$ cat config.mk
export PLATFORM = sky130hd
export DESIGN_NAME = dsrc_control
export DESIGN_NICKNAME = d
export VERILOG_FILES = /design/src/dsrc_pkg.sv /design/src/dsrc_control.sv
export SDC_FILE = /design/constraint.sdc
export NUM_CORES = 1
export LEC_CHECK = 0
export BUFFER_PORTS_ARGS = -buffer_cell sky130_fd_sc_hd__buf_2
export CAP_MARGIN = 20
export CORE_MARGIN = 4
export CORE_UTILIZATION = 53
export CTS_CLUSTER_SIZE = 40
export DETAILED_ROUTE_END_ITERATION = 8
export HOLD_SLACK_MARGIN = 0.03
export MAX_ROUTING_LAYER = met4
export PLACE_DENSITY = 0.84
export SLEW_MARGIN = 0
export SYNTH_ARGS = -nofsm -noshare
export SYNTH_HDL_FRONTEND = slang
export SYNTH_SLANG_ARGS = --single-unit
$ cat constraint.sdc
create_clock -name aclk -period 3.1 [get_ports aclk]
set_input_delay 0.31 -clock aclk [delete_from_list [all_inputs] [get_ports aclk]]
set_output_delay 0.31 -clock aclk [all_outputs]
set_load 0.02 [all_outputs]
$ cat src/dsrc_pkg.sv
package dsrc_pkg;

    // ==========================================================
    // Register map (byte addresses)
    localparam logic [7:0] OFF_CTRL      = 8'h00;
    localparam logic [7:0] OFF_TRIP_SEL  = 8'h04;
    localparam logic [7:0] OFF_DELAY     = 8'h08;
    localparam logic [7:0] OFF_SLEEP_T   = 8'h0c;
    localparam logic [7:0] OFF_SLEEP_F   = 8'h10;
    localparam logic [7:0] OFF_RESUME_F  = 8'h14;
    localparam logic [7:0] OFF_BOOST     = 8'h18;
    localparam logic [7:0] OFF_BOOST_TO  = 8'h1c;
    localparam logic [7:0] OFF_FB_FS     = 8'h20;
    localparam logic [7:0] OFF_BUS_OUT0  = 8'h24;
    localparam logic [7:0] OFF_BUS_OUT1  = 8'h28;
    localparam logic [7:0] OFF_CARRIER   = 8'h2c;
    localparam logic [7:0] OFF_STATUS    = 8'h30;
    localparam logic [7:0] OFF_LIMITS    = 8'h34;

    // ==========================================================
    // Control register fields
    localparam int CTRL_CLOSED_LOOP = 0;
    localparam int CTRL_LOCAL_REF   = 1;
    localparam int CTRL_JOG         = 2;
    localparam int CTRL_NOISE_LO    = 4;
    localparam int CTRL_FLY_LO      = 8;

    // ==========================================================
    // Reset values and ranges
    localparam logic [3:0]  TRIP_SEL_RST   = 4'h0;
    localparam logic [3:0]  TRIP_SEL_INF   = 4'h9;
    localparam logic [10:0] DELAY_RST      = 11'h00a;
    localparam logic [10:0] DELAY_MAX      = 11'h708;
    localparam logic [8:0]  SLEEP_T_OFF    = 9'h12d;
    localparam logic [15:0] SLEEP_F_RST    = 16'h0000;
    localparam logic [15:0] RESUME_F_RST   = 16'h01f4;
    localparam logic [7:0]  BOOST_RST      = 8'h64;
    localparam logic [7:0]  BOOST_MAX      = 8'hc8;
    localparam logic [7:0]  BOOST_MIN      = 8'h01;
    localparam logic [16:0] FB_FS_RST      = 17'h061a8;
    localparam logic [16:0] FB_FS_MIN      = 17'h00064;
    localparam logic [16:0] FB_FS_MAX      = 17'h0fde8;
    localparam logic [9:0]  BUS_OUT_MIN    = 10'h001;
    localparam logic [9:0]  BUS_OUT_MAX    = 10'h3e8;
    localparam logic [1:0]  FLY_OFF        = 2'h0;
    localparam logic [1:0]  FLY_CATCH      = 2'h1;
    localparam logic [1:0]  FLY_BRAKE      = 2'h3;
    localparam logic [1:0]  NOISE_FIXED    = 2'h1;

    // ==========================================================
    // Timing
    localparam int CLK_HZ       = 250_000_000;
    localparam int SECOND_NS    = 1_000_000_000;
    localparam int CLK_PERIOD_NS = 4;
    localparam int TICK_CYCLES  = SECOND_NS / CLK_PERIOD_NS;

    typedef enum logic [2:0] {
        RUN_S       = 3'b000,
        TRIPPED_S   = 3'b001,
        BOOST_S     = 3'b010,
        RAMP_DOWN_S = 3'b011,
        SLEEP_S     = 3'b100,
        BRAKE_S     = 3'b101,
        CATCH_S     = 3'b110
    } dsrc_state_e;

endpackage

$ cat src/dsrc_control.sv
// Contract
// - Pulse feedback full-scale frequency settable 100..65000 Hz, default 25000 Hz.
// - Bus output values 0.1..100.0 written by host; hidden from operator panel.
// - Trip select: 0 manual, 1-5 attempts, 6/7/8 give 10/15/20, 9 unlimited.
// - Manual mode clears trip only on reset key or input; no auto restart.
// - Auto mode waits retry delay 0..1800 s, default 10 s, before each attempt.
// - Flying start code 0 off, 1 catch spinning motor, 3 brake then start.
// - With flying start code 1, catch runs at every start command rising.
// - Brake-and-start mode applies DC brake first, then normal start.
// - Catch only attempted while motor speed below output high limit.
// - Sleep inhibited under local reference or jog; works open and closed loop.
// - Sleep timer runs below sleep threshold, resets when frequency rises above.
// - On sleep timer expiry ramp motor down to stop with ramp-down time.
// - While asleep, wake when theoretical frequency exceeds resume threshold.
// - Sleep timer 0..300 s; 301 means off and is the default.
// - Resume threshold between sleep threshold and high limit, default 50 Hz.
// - Below sleep threshold, output follows theoretical frequency down to low limit.
// - Closed loop raises setpoint to boost percent 1..200, default 100, before sleep.
// - Boost not reached within time-out abandons sleep, resumes normal operation.
// - Programmed carrier rate used only under fixed switching method code 1.
`timescale 1ns/1ns
`default_nettype none

module dsrc_control #(
    parameter int TICK_CYCLES = dsrc_pkg::TICK_CYCLES
) (
    input  wire logic        aclk,
    input  wire logic        aresetn,
    input  wire logic [7:0]  s_axi_awaddr,
    input  wire logic        s_axi_awvalid,
    output logic             s_axi_awready,
    input  wire logic [31:0] s_axi_wdata,
    input  wire logic [3:0]  s_axi_wstrb,
    input  wire logic        s_axi_wvalid,
    output logic             s_axi_wready,
    output logic [1:0]       s_axi_bresp,
    output logic             s_axi_bvalid,
    input  wire logic        s_axi_bready,
    input  wire logic [7:0]  s_axi_araddr,
    input  wire logic        s_axi_arvalid,
    output logic             s_axi_arready,
    output logic [31:0]      s_axi_rdata,
    output logic [1:0]       s_axi_rresp,
    output logic             s_axi_rvalid,
    input  wire logic        s_axi_rready,
    input  wire logic        trip_in,
    input  wire logic        reset_key_in,
    input  wire logic        start_cmd_in,
    input  wire logic        brake_done,
    input  wire logic        catch_done,
    input  wire logic        stopped,
    input  wire logic        boost_reached,
    input  wire logic [15:0] out_freq,
    input  wire logic [15:0] theo_freq,
    input  wire logic [15:0] motor_speed,
    input  wire logic [15:0] carrier_in,
    output logic             trip_clear,
    output logic             run_enable,
    output logic             dc_brake,
    output logic             catch_motor,
    output logic             ramp_down,
    output logic             boost_on,
    output logic [7:0]       boost_pct,
    output logic             follow_theo,
    output logic             sleeping,
    output logic [16:0]      feedback_pulse_full_scale,
    output logic [9:0]       bus_out0,
    output logic [9:0]       bus_out1,
    output logic             carrier_fixed,
    output logic [15:0]      inverter_carrier_rate
);

    // ==========================================================
    // Pin synchronisers
    logic [1:0] trip_sync_reg, key_sync_reg, start_sync_reg;
    logic       start_prev_reg;
    always_ff @(posedge aclk) begin
        if (!aresetn) begin
            trip_sync_reg  <= 2'h0;
            key_sync_reg   <= 2'h0;
            start_sync_reg <= 2'h0;
            start_prev_reg <= 1'b0;
        end else begin
            trip_sync_reg  <= {trip_sync_reg[0], trip_in};
            key_sync_reg   <= {key_sync_reg[0], reset_key_in};
            start_sync_reg <= {start_sync_reg[0], start_cmd_in};
            start_prev_reg <= start_sync_reg[1];
        end
    end
    wire trip_s   = trip_sync_reg[1];
    wire key_s    = key_sync_reg[1];
    wire start_s  = start_sync_reg[1];
    wire start_re = start_s && !start_prev_reg;

    // ==========================================================
    // Registers
    logic [8:0]  ctrl_reg;
    logic [3:0]  trip_sel_reg;
    logic [10:0] delay_reg;
    logic [8:0]  sleep_t_reg;
    logic [15:0] sleep_f_reg, resume_f_reg, high_lim_reg, low_lim_reg;
    logic [7:0]  boost_reg;
    logic [15:0] boost_to_reg;
    logic [16:0] fb_fs_reg;
    logic [9:0]  bus0_reg, bus1_reg;
    logic [15:0] carrier_reg;

    logic        aw_held_reg, w_held_reg;
    logic [7:0]  awaddr_reg;
    logic [31:0] wdata_reg;
    logic [3:0]  wstrb_reg;

    assign s_axi_awready = !aw_held_reg && !s_axi_bvalid;
    assign s_axi_wready  = !w_held_reg && !s_axi_bvalid;
    wire do_write = aw_held_reg && w_held_reg && !s_axi_bvalid;
    wire [31:0] wd = wdata_reg;
    wire full_word = (wstrb_reg == 4'hf);
    wire addr_ok   = (awaddr_reg[1:0] == 2'h0) && (awaddr_reg <= dsrc_pkg::OFF_LIMITS);
    // Flying code in bits 9:8 maps to enable (bit 8) and brake-first (bit 6); code 2 keeps both
    wire [8:0] ctrl_wr = (wd[9:8] == 2'h2) ? {ctrl_reg[8], wd[7], ctrl_reg[6], wd[5:0]}
                                           : {wd[9:8] != 2'h0, wd[7], wd[9:8] == 2'h3,
                                              wd[5:0]};

    function automatic logic [15:0] clamp16(input logic [15:0] v, input logic [15:0] lo,
                                            input logic [15:0] hi);
        clamp16 = (v < lo) ? lo : ((v > hi) ? hi : v);
    endfunction

    always_ff @(posedge aclk) begin
        if (!aresetn) begin
            aw_held_reg  <= 1'b0;
            w_held_reg   <= 1'b0;
            awaddr_reg   <= 8'h00;
            wdata_reg    <= 32'h0;
            wstrb_reg    <= 4'h0;
            s_axi_bvalid <= 1'b0;
            s_axi_bresp  <= 2'h0;
        end else begin
            if (s_axi_awvalid && s_axi_awready) begin
                aw_held_reg <= 1'b1;
                awaddr_reg  <= s_axi_awaddr;
            end
            if (s_axi_wvalid && s_axi_wready) begin
                w_held_reg <= 1'b1;
                wdata_reg  <= s_axi_wdata;
                wstrb_reg  <= s_axi_wstrb;
            end
            if (do_write) begin
                aw_held_reg  <= 1'b0;
                w_held_reg   <= 1'b0;
                s_axi_bvalid <= 1'b1;
                s_axi_bresp  <= (addr_ok && awaddr_reg != dsrc_pkg::OFF_STATUS)
                                ? 2'h0 : 2'h2;
            end else if (s_axi_bvalid && s_axi_bready) begin
                s_axi_bvalid <= 1'b0;
            end
        end
    end

    // Partial-strobe writes are ignored: the range-checked fields would need range checks per lane
    always_ff @(posedge aclk) begin
        if (!aresetn) begin
            ctrl_reg     <= 9'h000;
            trip_sel_reg <= dsrc_pkg::TRIP_SEL_RST;
            delay_reg    <= dsrc_pkg::DELAY_RST;
            sleep_t_reg  <= dsrc_pkg::SLEEP_T_OFF;
            sleep_f_reg  <= dsrc_pkg::SLEEP_F_RST;
            resume_f_reg <= dsrc_pkg::RESUME_F_RST;
            boost_reg    <= dsrc_pkg::BOOST_RST;
            boost_to_reg <= 16'h000a;
            fb_fs_reg    <= dsrc_pkg::FB_FS_RST;
            bus0_reg     <= dsrc_pkg::BUS_OUT_MIN;
            bus1_reg     <= dsrc_pkg::BUS_OUT_MIN;
            carrier_reg  <= 16'h1194;
            high_lim_reg <= 16'h01f4;
            low_lim_reg  <= 16'h0000;
        end else if (do_write && full_word) begin
            unique case (awaddr_reg)
                dsrc_pkg::OFF_CTRL: ctrl_reg <= ctrl_wr;
                dsrc_pkg::OFF_TRIP_SEL:
                    if (wd[3:0] <= dsrc_pkg::TRIP_SEL_INF) trip_sel_reg <= wd[3:0];
                dsrc_pkg::OFF_DELAY:
                    if (wd[10:0] <= dsrc_pkg::DELAY_MAX && wd[31:11] == 21'h0)
                        delay_reg <= wd[10:0];
                dsrc_pkg::OFF_SLEEP_T:
                    if (wd[8:0] <= dsrc_pkg::SLEEP_T_OFF && wd[31:9] == 23'h0)
                        sleep_t_reg <= wd[8:0];
                dsrc_pkg::OFF_SLEEP_F:
                    if (wd[15:0] <= resume_f_reg) sleep_f_reg <= wd[15:0];
                dsrc_pkg::OFF_RESUME_F:
                    resume_f_reg <= clamp16(wd[15:0], sleep_f_reg, high_lim_reg);
                dsrc_pkg::OFF_BOOST:
                    if (wd[7:0] >= dsrc_pkg::BOOST_MIN && wd[7:0] <= dsrc_pkg::BOOST_MAX &&
                        wd[31:8] == 24'h0)
                        boost_reg <= wd[7:0];
                dsrc_pkg::OFF_BOOST_TO: boost_to_reg <= wd[15:0];
                dsrc_pkg::OFF_FB_FS:
                    if (wd[16:0] >= dsrc_pkg::FB_FS_MIN && wd[16:0] <= dsrc_pkg::FB_FS_MAX &&
                        wd[31:17] == 15'h0)
                        fb_fs_reg <= wd[16:0];
                dsrc_pkg::OFF_BUS_OUT0:
                    if (wd[9:0] >= dsrc_pkg::BUS_OUT_MIN && wd[9:0] <= dsrc_pkg::BUS_OUT_MAX &&
                        wd[31:10] == 22'h0)
                        bus0_reg <= wd[9:0];
                dsrc_pkg::OFF_BUS_OUT1:
                    if (wd[9:0] >= dsrc_pkg::BUS_OUT_MIN && wd[9:0] <= dsrc_pkg::BUS_OUT_MAX &&
                        wd[31:10] == 22'h0)
                        bus1_reg <= wd[9:0];
                dsrc_pkg::OFF_CARRIER: carrier_reg <= wd[15:0];
                dsrc_pkg::OFF_LIMITS: begin
                    low_lim_reg  <= wd[15:0];
                    high_lim_reg <= wd[31:16];
                end
                default: ;
            endcase
        end
    end

    // ==========================================================
    // Supervisor state machine
    dsrc_pkg::dsrc_state_e state_reg, state_next;
    logic [31:0] tick_cnt_reg;
    logic [15:0] sec_cnt_reg;
    logic [4:0]  attempts_reg;

    wire fly_catch_sel     = ctrl_reg[dsrc_pkg::CTRL_FLY_LO];
    wire fly_brake_sel     = ctrl_reg[dsrc_pkg::CTRL_NOISE_LO + 2];
    wire closed_loop       = ctrl_reg[dsrc_pkg::CTRL_CLOSED_LOOP];
    wire sleep_allowed     = !ctrl_reg[dsrc_pkg::CTRL_LOCAL_REF] && !ctrl_reg[dsrc_pkg::CTRL_JOG]
                             && (sleep_t_reg != dsrc_pkg::SLEEP_T_OFF);
    wire below_sleep       = out_freq < sleep_f_reg;
    wire tick              = (tick_cnt_reg == TICK_CYCLES - 1);

    // Attempt budget for a trip-selection code
    function automatic logic [4:0] attempt_limit(input logic [3:0] sel);
        unique case (sel)
            4'h6:    attempt_limit = 5'h0a;
            4'h7:    attempt_limit = 5'h0f;
            4'h8:    attempt_limit = 5'h14;
            4'h9:    attempt_limit = 5'h1f;
            default: attempt_limit = {1'b0, sel};
        endcase
    endfunction
    wire auto_sel     = trip_sel_reg != 4'h0;
    wire budget_left  = (trip_sel_reg == dsrc_pkg::TRIP_SEL_INF) ||
                        (attempts_reg < attempt_limit(trip_sel_reg));
    wire delay_done   = sec_cnt_reg >= {5'h0, delay_reg};
    wire can_catch    = motor_speed < high_lim_reg;

    always_comb begin
        state_next = state_reg;
        unique case (state_reg)
            dsrc_pkg::RUN_S:
                if (trip_s) state_next = dsrc_pkg::TRIPPED_S;
                else if (start_re && fly_brake_sel) state_next = dsrc_pkg::BRAKE_S;
                else if (start_re && fly_catch_sel && can_catch)
                    state_next = dsrc_pkg::CATCH_S;
                else if (sleep_allowed && below_sleep && tick &&
                         sec_cnt_reg + 16'h1 >= {7'h0, sleep_t_reg})
                    state_next = closed_loop ? dsrc_pkg::BOOST_S : dsrc_pkg::RAMP_DOWN_S;
            dsrc_pkg::TRIPPED_S:
                if (key_s) state_next = dsrc_pkg::RUN_S;
                else if (auto_sel && budget_left && delay_done)
                    state_next = dsrc_pkg::RUN_S;
            dsrc_pkg::BOOST_S:
                if (trip_s) state_next = dsrc_pkg::TRIPPED_S;
                else if (boost_reached) state_next = dsrc_pkg::RAMP_DOWN_S;
                else if (sec_cnt_reg >= boost_to_reg) state_next = dsrc_pkg::RUN_S;
            dsrc_pkg::RAMP_DOWN_S:
                if (trip_s) state_next = dsrc_pkg::TRIPPED_S;
                else if (stopped) state_next = dsrc_pkg::SLEEP_S;
            dsrc_pkg::SLEEP_S:
                if (trip_s) state_next = dsrc_pkg::TRIPPED_S;
                else if (!sleep_allowed || theo_freq > resume_f_reg)
                    state_next = dsrc_pkg::RUN_S;
            dsrc_pkg::BRAKE_S:
                if (trip_s) state_next = dsrc_pkg::TRIPPED_S;
                else if (brake_done) state_next = dsrc_pkg::RUN_S;
            dsrc_pkg::CATCH_S:
                if (trip_s) state_next = dsrc_pkg::TRIPPED_S;
                else if (catch_done) state_next = dsrc_pkg::RUN_S;
            default: state_next = dsrc_pkg::RUN_S;
        endcase
    end

    wire leave = state_next != state_reg;
    always_ff @(posedge aclk) begin
        if (!aresetn) begin
            state_reg    <= dsrc_pkg::RUN_S;
            tick_cnt_reg <= 32'h0;
            sec_cnt_reg  <= 16'h0;
            attempts_reg <= 5'h00;
        end else begin
            state_reg    <= state_next;
            tick_cnt_reg <= (tick || leave) ? 32'h0 : tick_cnt_reg + 32'h1;
            // Second counter restarts on every state change and, in RUN_S, at or above the threshold
            if (leave || (state_reg == dsrc_pkg::RUN_S && !below_sleep))
                sec_cnt_reg <= 16'h0;
            else if (tick && sec_cnt_reg != 16'hffff)
                sec_cnt_reg <= sec_cnt_reg + 16'h1;
            if (state_reg == dsrc_pkg::TRIPPED_S && key_s)
                attempts_reg <= 5'h00;
            else if (state_reg == dsrc_pkg::TRIPPED_S && leave && attempts_reg != 5'h1f)
                attempts_reg <= attempts_reg + 5'h01;
        end
    end

    // ==========================================================
    // Outputs
    assign trip_clear  = state_reg == dsrc_pkg::TRIPPED_S && leave;
    assign run_enable  = state_reg != dsrc_pkg::TRIPPED_S && state_reg != dsrc_pkg::SLEEP_S;
    assign dc_brake    = state_reg == dsrc_pkg::BRAKE_S;
    assign catch_motor = state_reg == dsrc_pkg::CATCH_S;
    assign ramp_down   = state_reg == dsrc_pkg::RAMP_DOWN_S;
    assign boost_on    = state_reg == dsrc_pkg::BOOST_S;
    assign boost_pct   = boost_reg;
    assign follow_theo = sleep_allowed && below_sleep && out_freq > low_lim_reg;
    assign sleeping    = state_reg == dsrc_pkg::SLEEP_S;
    assign feedback_pulse_full_scale = fb_fs_reg;
    assign bus_out0    = bus0_reg;
    assign bus_out1    = bus1_reg;
    assign carrier_fixed = ctrl_reg[dsrc_pkg::CTRL_NOISE_LO +: 2] == dsrc_pkg::NOISE_FIXED;
    assign inverter_carrier_rate = carrier_fixed ? carrier_reg : carrier_in;

    // ==========================================================
    // Read channel; bus output values are write-only to keep them off the panel path
    logic [31:0] rd_mux;
    always_comb begin
        unique case (s_axi_araddr)
            dsrc_pkg::OFF_CTRL:     rd_mux = {23'h0, ctrl_reg};
            dsrc_pkg::OFF_TRIP_SEL: rd_mux = {28'h0, trip_sel_reg};
            dsrc_pkg::OFF_DELAY:    rd_mux = {21'h0, delay_reg};
            dsrc_pkg::OFF_SLEEP_T:  rd_mux = {23'h0, sleep_t_reg};
            dsrc_pkg::OFF_SLEEP_F:  rd_mux = {16'h0, sleep_f_reg};
            dsrc_pkg::OFF_RESUME_F: rd_mux = {16'h0, resume_f_reg};
            dsrc_pkg::OFF_BOOST:    rd_mux = {24'h0, boost_reg};
            dsrc_pkg::OFF_BOOST_TO: rd_mux = {16'h0, boost_to_reg};
            dsrc_pkg::OFF_FB_FS:    rd_mux = {15'h0, fb_fs_reg};
            dsrc_pkg::OFF_CARRIER:  rd_mux = {16'h0, carrier_reg};
            dsrc_pkg::OFF_STATUS:   rd_mux = {19'h0, attempts_reg, 5'h0, state_reg};
            dsrc_pkg::OFF_LIMITS:   rd_mux = {high_lim_reg, low_lim_reg};
            default:                rd_mux = 32'h0;
        endcase
    end
    wire rd_ok = s_axi_araddr[1:0] == 2'h0 && s_axi_araddr <= dsrc_pkg::OFF_LIMITS &&
                 s_axi_araddr != dsrc_pkg::OFF_BUS_OUT0 && s_axi_araddr != dsrc_pkg::OFF_BUS_OUT1;
    assign s_axi_arready = !s_axi_rvalid;
    always_ff @(posedge aclk) begin
        if (!aresetn) begin
            s_axi_rvalid <= 1'b0;
            s_axi_rdata  <= 32'h0;
            s_axi_rresp  <= 2'h0;
        end else if (s_axi_arvalid && s_axi_arready) begin
            s_axi_rvalid <= 1'b1;
            s_axi_rdata  <= rd_ok ? rd_mux : 32'h0;
            s_axi_rresp  <= rd_ok ? 2'h0 : 2'h2;
        end else if (s_axi_rready) begin
            s_axi_rvalid <= 1'b0;
        end
    end

    // ==========================================================
    // Checks
    manual_no_auto_a: assert property (@(posedge aclk) disable iff (!aresetn)
        state_reg == dsrc_pkg::TRIPPED_S && trip_sel_reg == 4'h0 && !key_s
        |=> state_reg == dsrc_pkg::TRIPPED_S) else $error("manual mode left trip alone");
    carrier_gate_a: assert property (@(posedge aclk) disable iff (!aresetn)
        !carrier_fixed |-> inverter_carrier_rate == carrier_in) else $error("carrier gate");
    sleep_inhibit_a: assert property (@(posedge aclk) disable iff (!aresetn)
        state_reg == dsrc_pkg::RUN_S && ctrl_reg[dsrc_pkg::CTRL_JOG]
        |=> state_reg != dsrc_pkg::BOOST_S && state_reg != dsrc_pkg::RAMP_DOWN_S)
        else $error("sleep entered under jog");
    wake_up_a: assert property (@(posedge aclk) disable iff (!aresetn)
        state_reg == dsrc_pkg::SLEEP_S && !trip_s && theo_freq > resume_f_reg
        |=> state_reg == dsrc_pkg::RUN_S) else $error("no wake");
    brake_first_a: assert property (@(posedge aclk) disable iff (!aresetn)
        state_reg == dsrc_pkg::RUN_S && start_re && fly_brake_sel && !trip_s
        |=> dc_brake) else $error("brake not first");
    attempt_clear_a: assert property (@(posedge aclk) disable iff (!aresetn)
        state_reg == dsrc_pkg::TRIPPED_S && key_s |=> attempts_reg == 5'h00)
        else $error("attempts kept");
    boost_closed_a: assert property (@(posedge aclk) disable iff (!aresetn)
        boost_on |-> closed_loop || $past(state_reg) == dsrc_pkg::BOOST_S)
        else $error("boost in open loop");
    ramp_stop_a: assert property (@(posedge aclk) disable iff (!aresetn)
        ramp_down && stopped && !trip_s |=> sleeping) else $error("ramp did not stop");

endmodule

`default_nettype wire

==> results by group <==
Yosys
  – Dominant cells by area after synthesis: dfxtp_1 (36%), ha_1 (11%), nand2_1 (7.9%), a21oi_1 (5.4%), mux2i_1 (4.6%)
  – Proportion of register bits with asynchronous set or reset after synthesis: 0%
  – Mean instance size in the synthesized netlist: 8.03 µm²
  – Share of the yosys chip area belonging to registers: 36.1%
  – Post-synth EDFFs: 0
  – Post-synthesis instance area: 17,700 µm²
  – Predominant post-synthesis flop cell: dfxtp_1
  – Area fraction of the dominant cell type after synthesis: 36.1%
  – Number of warning messages in the yosys log: 0
  – Cells after synthesis: 2,201
  – FF+latch count, synth: roughly 320
  – Most area-hungry cell type in the Yosys netlist: dfxtp_1
  – Synth cell types: 76

Timing
  – Shortest period the worst path allows: 3.59 ns
  – PnR worst setup slack: -0.493 ns
  – Layout Skew: 0.0210 ns
  – Worst Hold Margin: between 0.02 and 0.03 ns
  – Final setup fails: 54
  – Post-route fraction of the period consumed by the critical path: 116%
  – Number of failing hold endpoints at the final stage: 0
  – Relative max-transition margin: between 20% and 30%
  – Highest clock rate: 278 MHz
  – Transition time of the tightest slew-check pin: 1.13 ns
  – Setup repair after global routing missed its margin: true
  – Fin. max-slew vios: 0

Final layout
  – Area overhead of the layout relative to synthesis: 24.7%
  – Share of final-layout standard cells stronger than drive strength 1: 21.6%
  – Layout fillers: 2,593
  – Most common cell after layout, fill and taps aside: nand2_1
  – Register Area: 6400 µm²
  – NumNets Final: 2,797
  – Final standard cell area without fillers: 22,100 µm²
  – Final standard cell count with taps included and fillers excluded: approximately 3.0k
  – Footprint of the multi-input gates: between 10,000 and 15,000 µm²
  – Highest-count cells in the layout ignoring fill and taps: nand2_1 (369), dfxtp_1 (310), buf_2 (235)

Die
  – Die span in x: 191 µm
  – Die Outline Area: 36,300 µm²
  – Number of rows created at floorplan: 66
  – Number of I/O pins: 241
  – Initial Utilization: ~54%
  – CORE AREA: 32,700 µm²
  – Die outline height: 191 µm

Clock network
  – CTS Sinks: 319
  – Register clock-pin slew on the reported worst setup and hold paths: 0.06 ns
  – Level count of the clock H-tree: 2
  – Clock tree buffer depth: 3
  – Later-pin clock latency in the skew report: 0.53 ns
  – TritonCTS clock tree: yes
  – Clock buffer count from CTS: 35
  – Root buffer cell: clkbuf_16

Critical path
  – Slowest library cell on the worst path: or4_4
  – Cell occurring most often along the worst timing path: or4_4
  – Worst setup path class: reg2out
  – Type of element capturing the critical path: primary output
  – Kind of start point of the critical path: flip-flop
  – CP Data Arrival Time: around 3.3 ns
  – Crit path cell chain: or4b_4 -> or4_4 -> or4_4 -> clkinv_4 -> o311ai_4 -> a31oi_4 -> a211oi_4 -> nor2_4 -> buf_6
  – Largest fanout of any net on the critical path: 2
  – Required time of the worst setup path: 2.79 ns
  – Delay of the slowest cell on the worst path: 0.59 ns

Route
  – Met3 WL post-DR: between 7000 and 8000 µm
  – Via count: ~19k
  – Count of nets left with antenna violations after detail routing: 0
  – WL/cell: 21.7 µm
  – Total wire length: 64,800 µm
  – Per-cell via count in the routed design: between 6 and 7
  – Number of remaining DRC errors: 0
  – Highest layer used for signal routing: met4
  – First-iteration detailed-routing DRC count: 2,514
  – Detailed-route wire length on metal 1: 25,300 µm
  – Length of the first detailed-routing pass in iterations: 6
  – Sum of met2 wire segment lengths after detailed routing: roughly 28,000 µm

Place
  – HPWL reported at the end of detailed placement: 46,200 µm
  – Weighted congestion at the end of routability-driven global placement: 1.07
  – Dpl cells: between 2k and 3k
  – Dpl ws: -0.203 ns
  – Port Buf Inserts: 238
  – Area after DPL: 20,000 µm²

Power
  – Total design power: ~0.0095 W
  – Static Leak: 9.15 nW
  – Largest voltage drop on the vdd net: about 0.39 mV
  – P per Cell Area: approximately 430 nW/µm²

Global routing
  – Antenna violations before repair: 3
  – Vias in the first global route: 17.6k
  – Maximum number of pins on one net before global-route repair: 102
  – Global-route wire length before repair: 96,600 µm
  – Residual overflow from global routing: 0
  – Total global-route track usage: roughly a third

Job
  – Number of violations of the max-capacitance limit: 0

Hold path
  – Worst min-delay path category: in2reg

Run status
  – Violated checks: setup timing
  – Run status: finished, violations left
synthesized netlist by cell type, types with 4 or more instances:
library cell,instances
xor2_1,30
a22o_1,23
ha_1,153
mux2_2,22
buf_2,5
nand3_1,52
nor3_1,50
a2111oi_0,7
a22oi_1,37
nand2_1,372
nand4b_1,4
nor2b_1,14
or2_2,8
xnor2_1,24
o21ai_0,40
a21oi_1,190
o21a_1,11
o21ai_1,15
mux2i_1,82
clkbuf_1,118
and2_1,16
nand3b_1,11
a21o_1,17
a221oi_1,26
a31oi_1,27
nor4b_1,4
and4_1,5
and3_1,14
or3_1,10
o31ai_1,5
o311ai_0,12
nand2b_1,19
o211ai_1,22
nor4_1,8
a211oi_1,11
dfxtp_1,319
nand4_1,37
nor2_1,211
inv_1,113
nor3b_1,5
metal layers:
metal,vias up,GRT usage [%]
li1,8362,-
met4,0,16.8
met2,1268,52.3
met1,8654,44.5
met5,-,-
met3,293,5.84
final cells by class:
cell class,count,share of cell area (%)
multi-input combinational,1639,49.0
clock buffer,46,4.62
sequential,319,29.0
timing repair buffer,403,12.2
antenna,4,0.0454
clock inverter,14,0.652
tap,442,2.51
inverter,116,2.02
stage by stage:
step | utilization [%] | setup TNS, ns
floorplan | - | 0
global placement | 61.1 | -2.32
detailed placement | 61.1 | -7.14
CTS | 65.7 | -1.85
global route | 67.4 | -15.05
finish | 67.5 | -9.90
report_power, final:
part,switching [W],internal (W)
Clock,0.00175,0.00249
Sequential,0.0000689,0.00415
Combinational,0.000652,0.000423
Total,0.00247,0.00706
logic make-up (layout without fill, tap and decap cells):
family	count (synthesis)	in the layout	share of synthesized area, %
fa+ha+maj	153	153	10.8
other cells	1	6	0.0212
xor+xnor	54	54	2.67
compound gates	475	475	17.4
mux	104	104	6.04
buf+inv	244	579	5.29
simple gates	851	851	21.6
flops	319	319	36.1
repair_timing:
action | CTS | global route
endpoints found under the setup margin | 55 | 66
endpoints found under the hold margin | 23 | 0
pin swaps | 15 | 37
resized for setup | 20 | 84
cloned | 1 | 6
hold buffers | 23 | 0
setup buffers | 2 | 10
critical path: cells and delay by family (launching register included):
family	cells	cell delay, ns
and+or+nand+nor	4	1.81
AOI/OAI and AO/OA	3	0.41
DFF	1	0.32
buffers and inverters	2	0.20
path summary, 6_finish.rpt:
check	from	to	slack, ns	depth (start not counted)
setup / recovery	tick_cnt_reg[14]$_SDFF_PP0_	trip_clear	-0.49	9
hold reg to reg	key_sync_reg[0]$_SDFF_PN0_	key_sync_reg[1]$_SDFF_PN0_	0.44	1
hold / removal	s_axi_awaddr[7]	awaddr_reg[7]$_SDFFE_PN0P_	0.03	3
setup reg to reg	sec_cnt_reg[0]$_SDFFE_PP0P_	tick_cnt_reg[22]$_SDFF_PP0_	-0.25	17
Power figures use the tool's default switching activity.
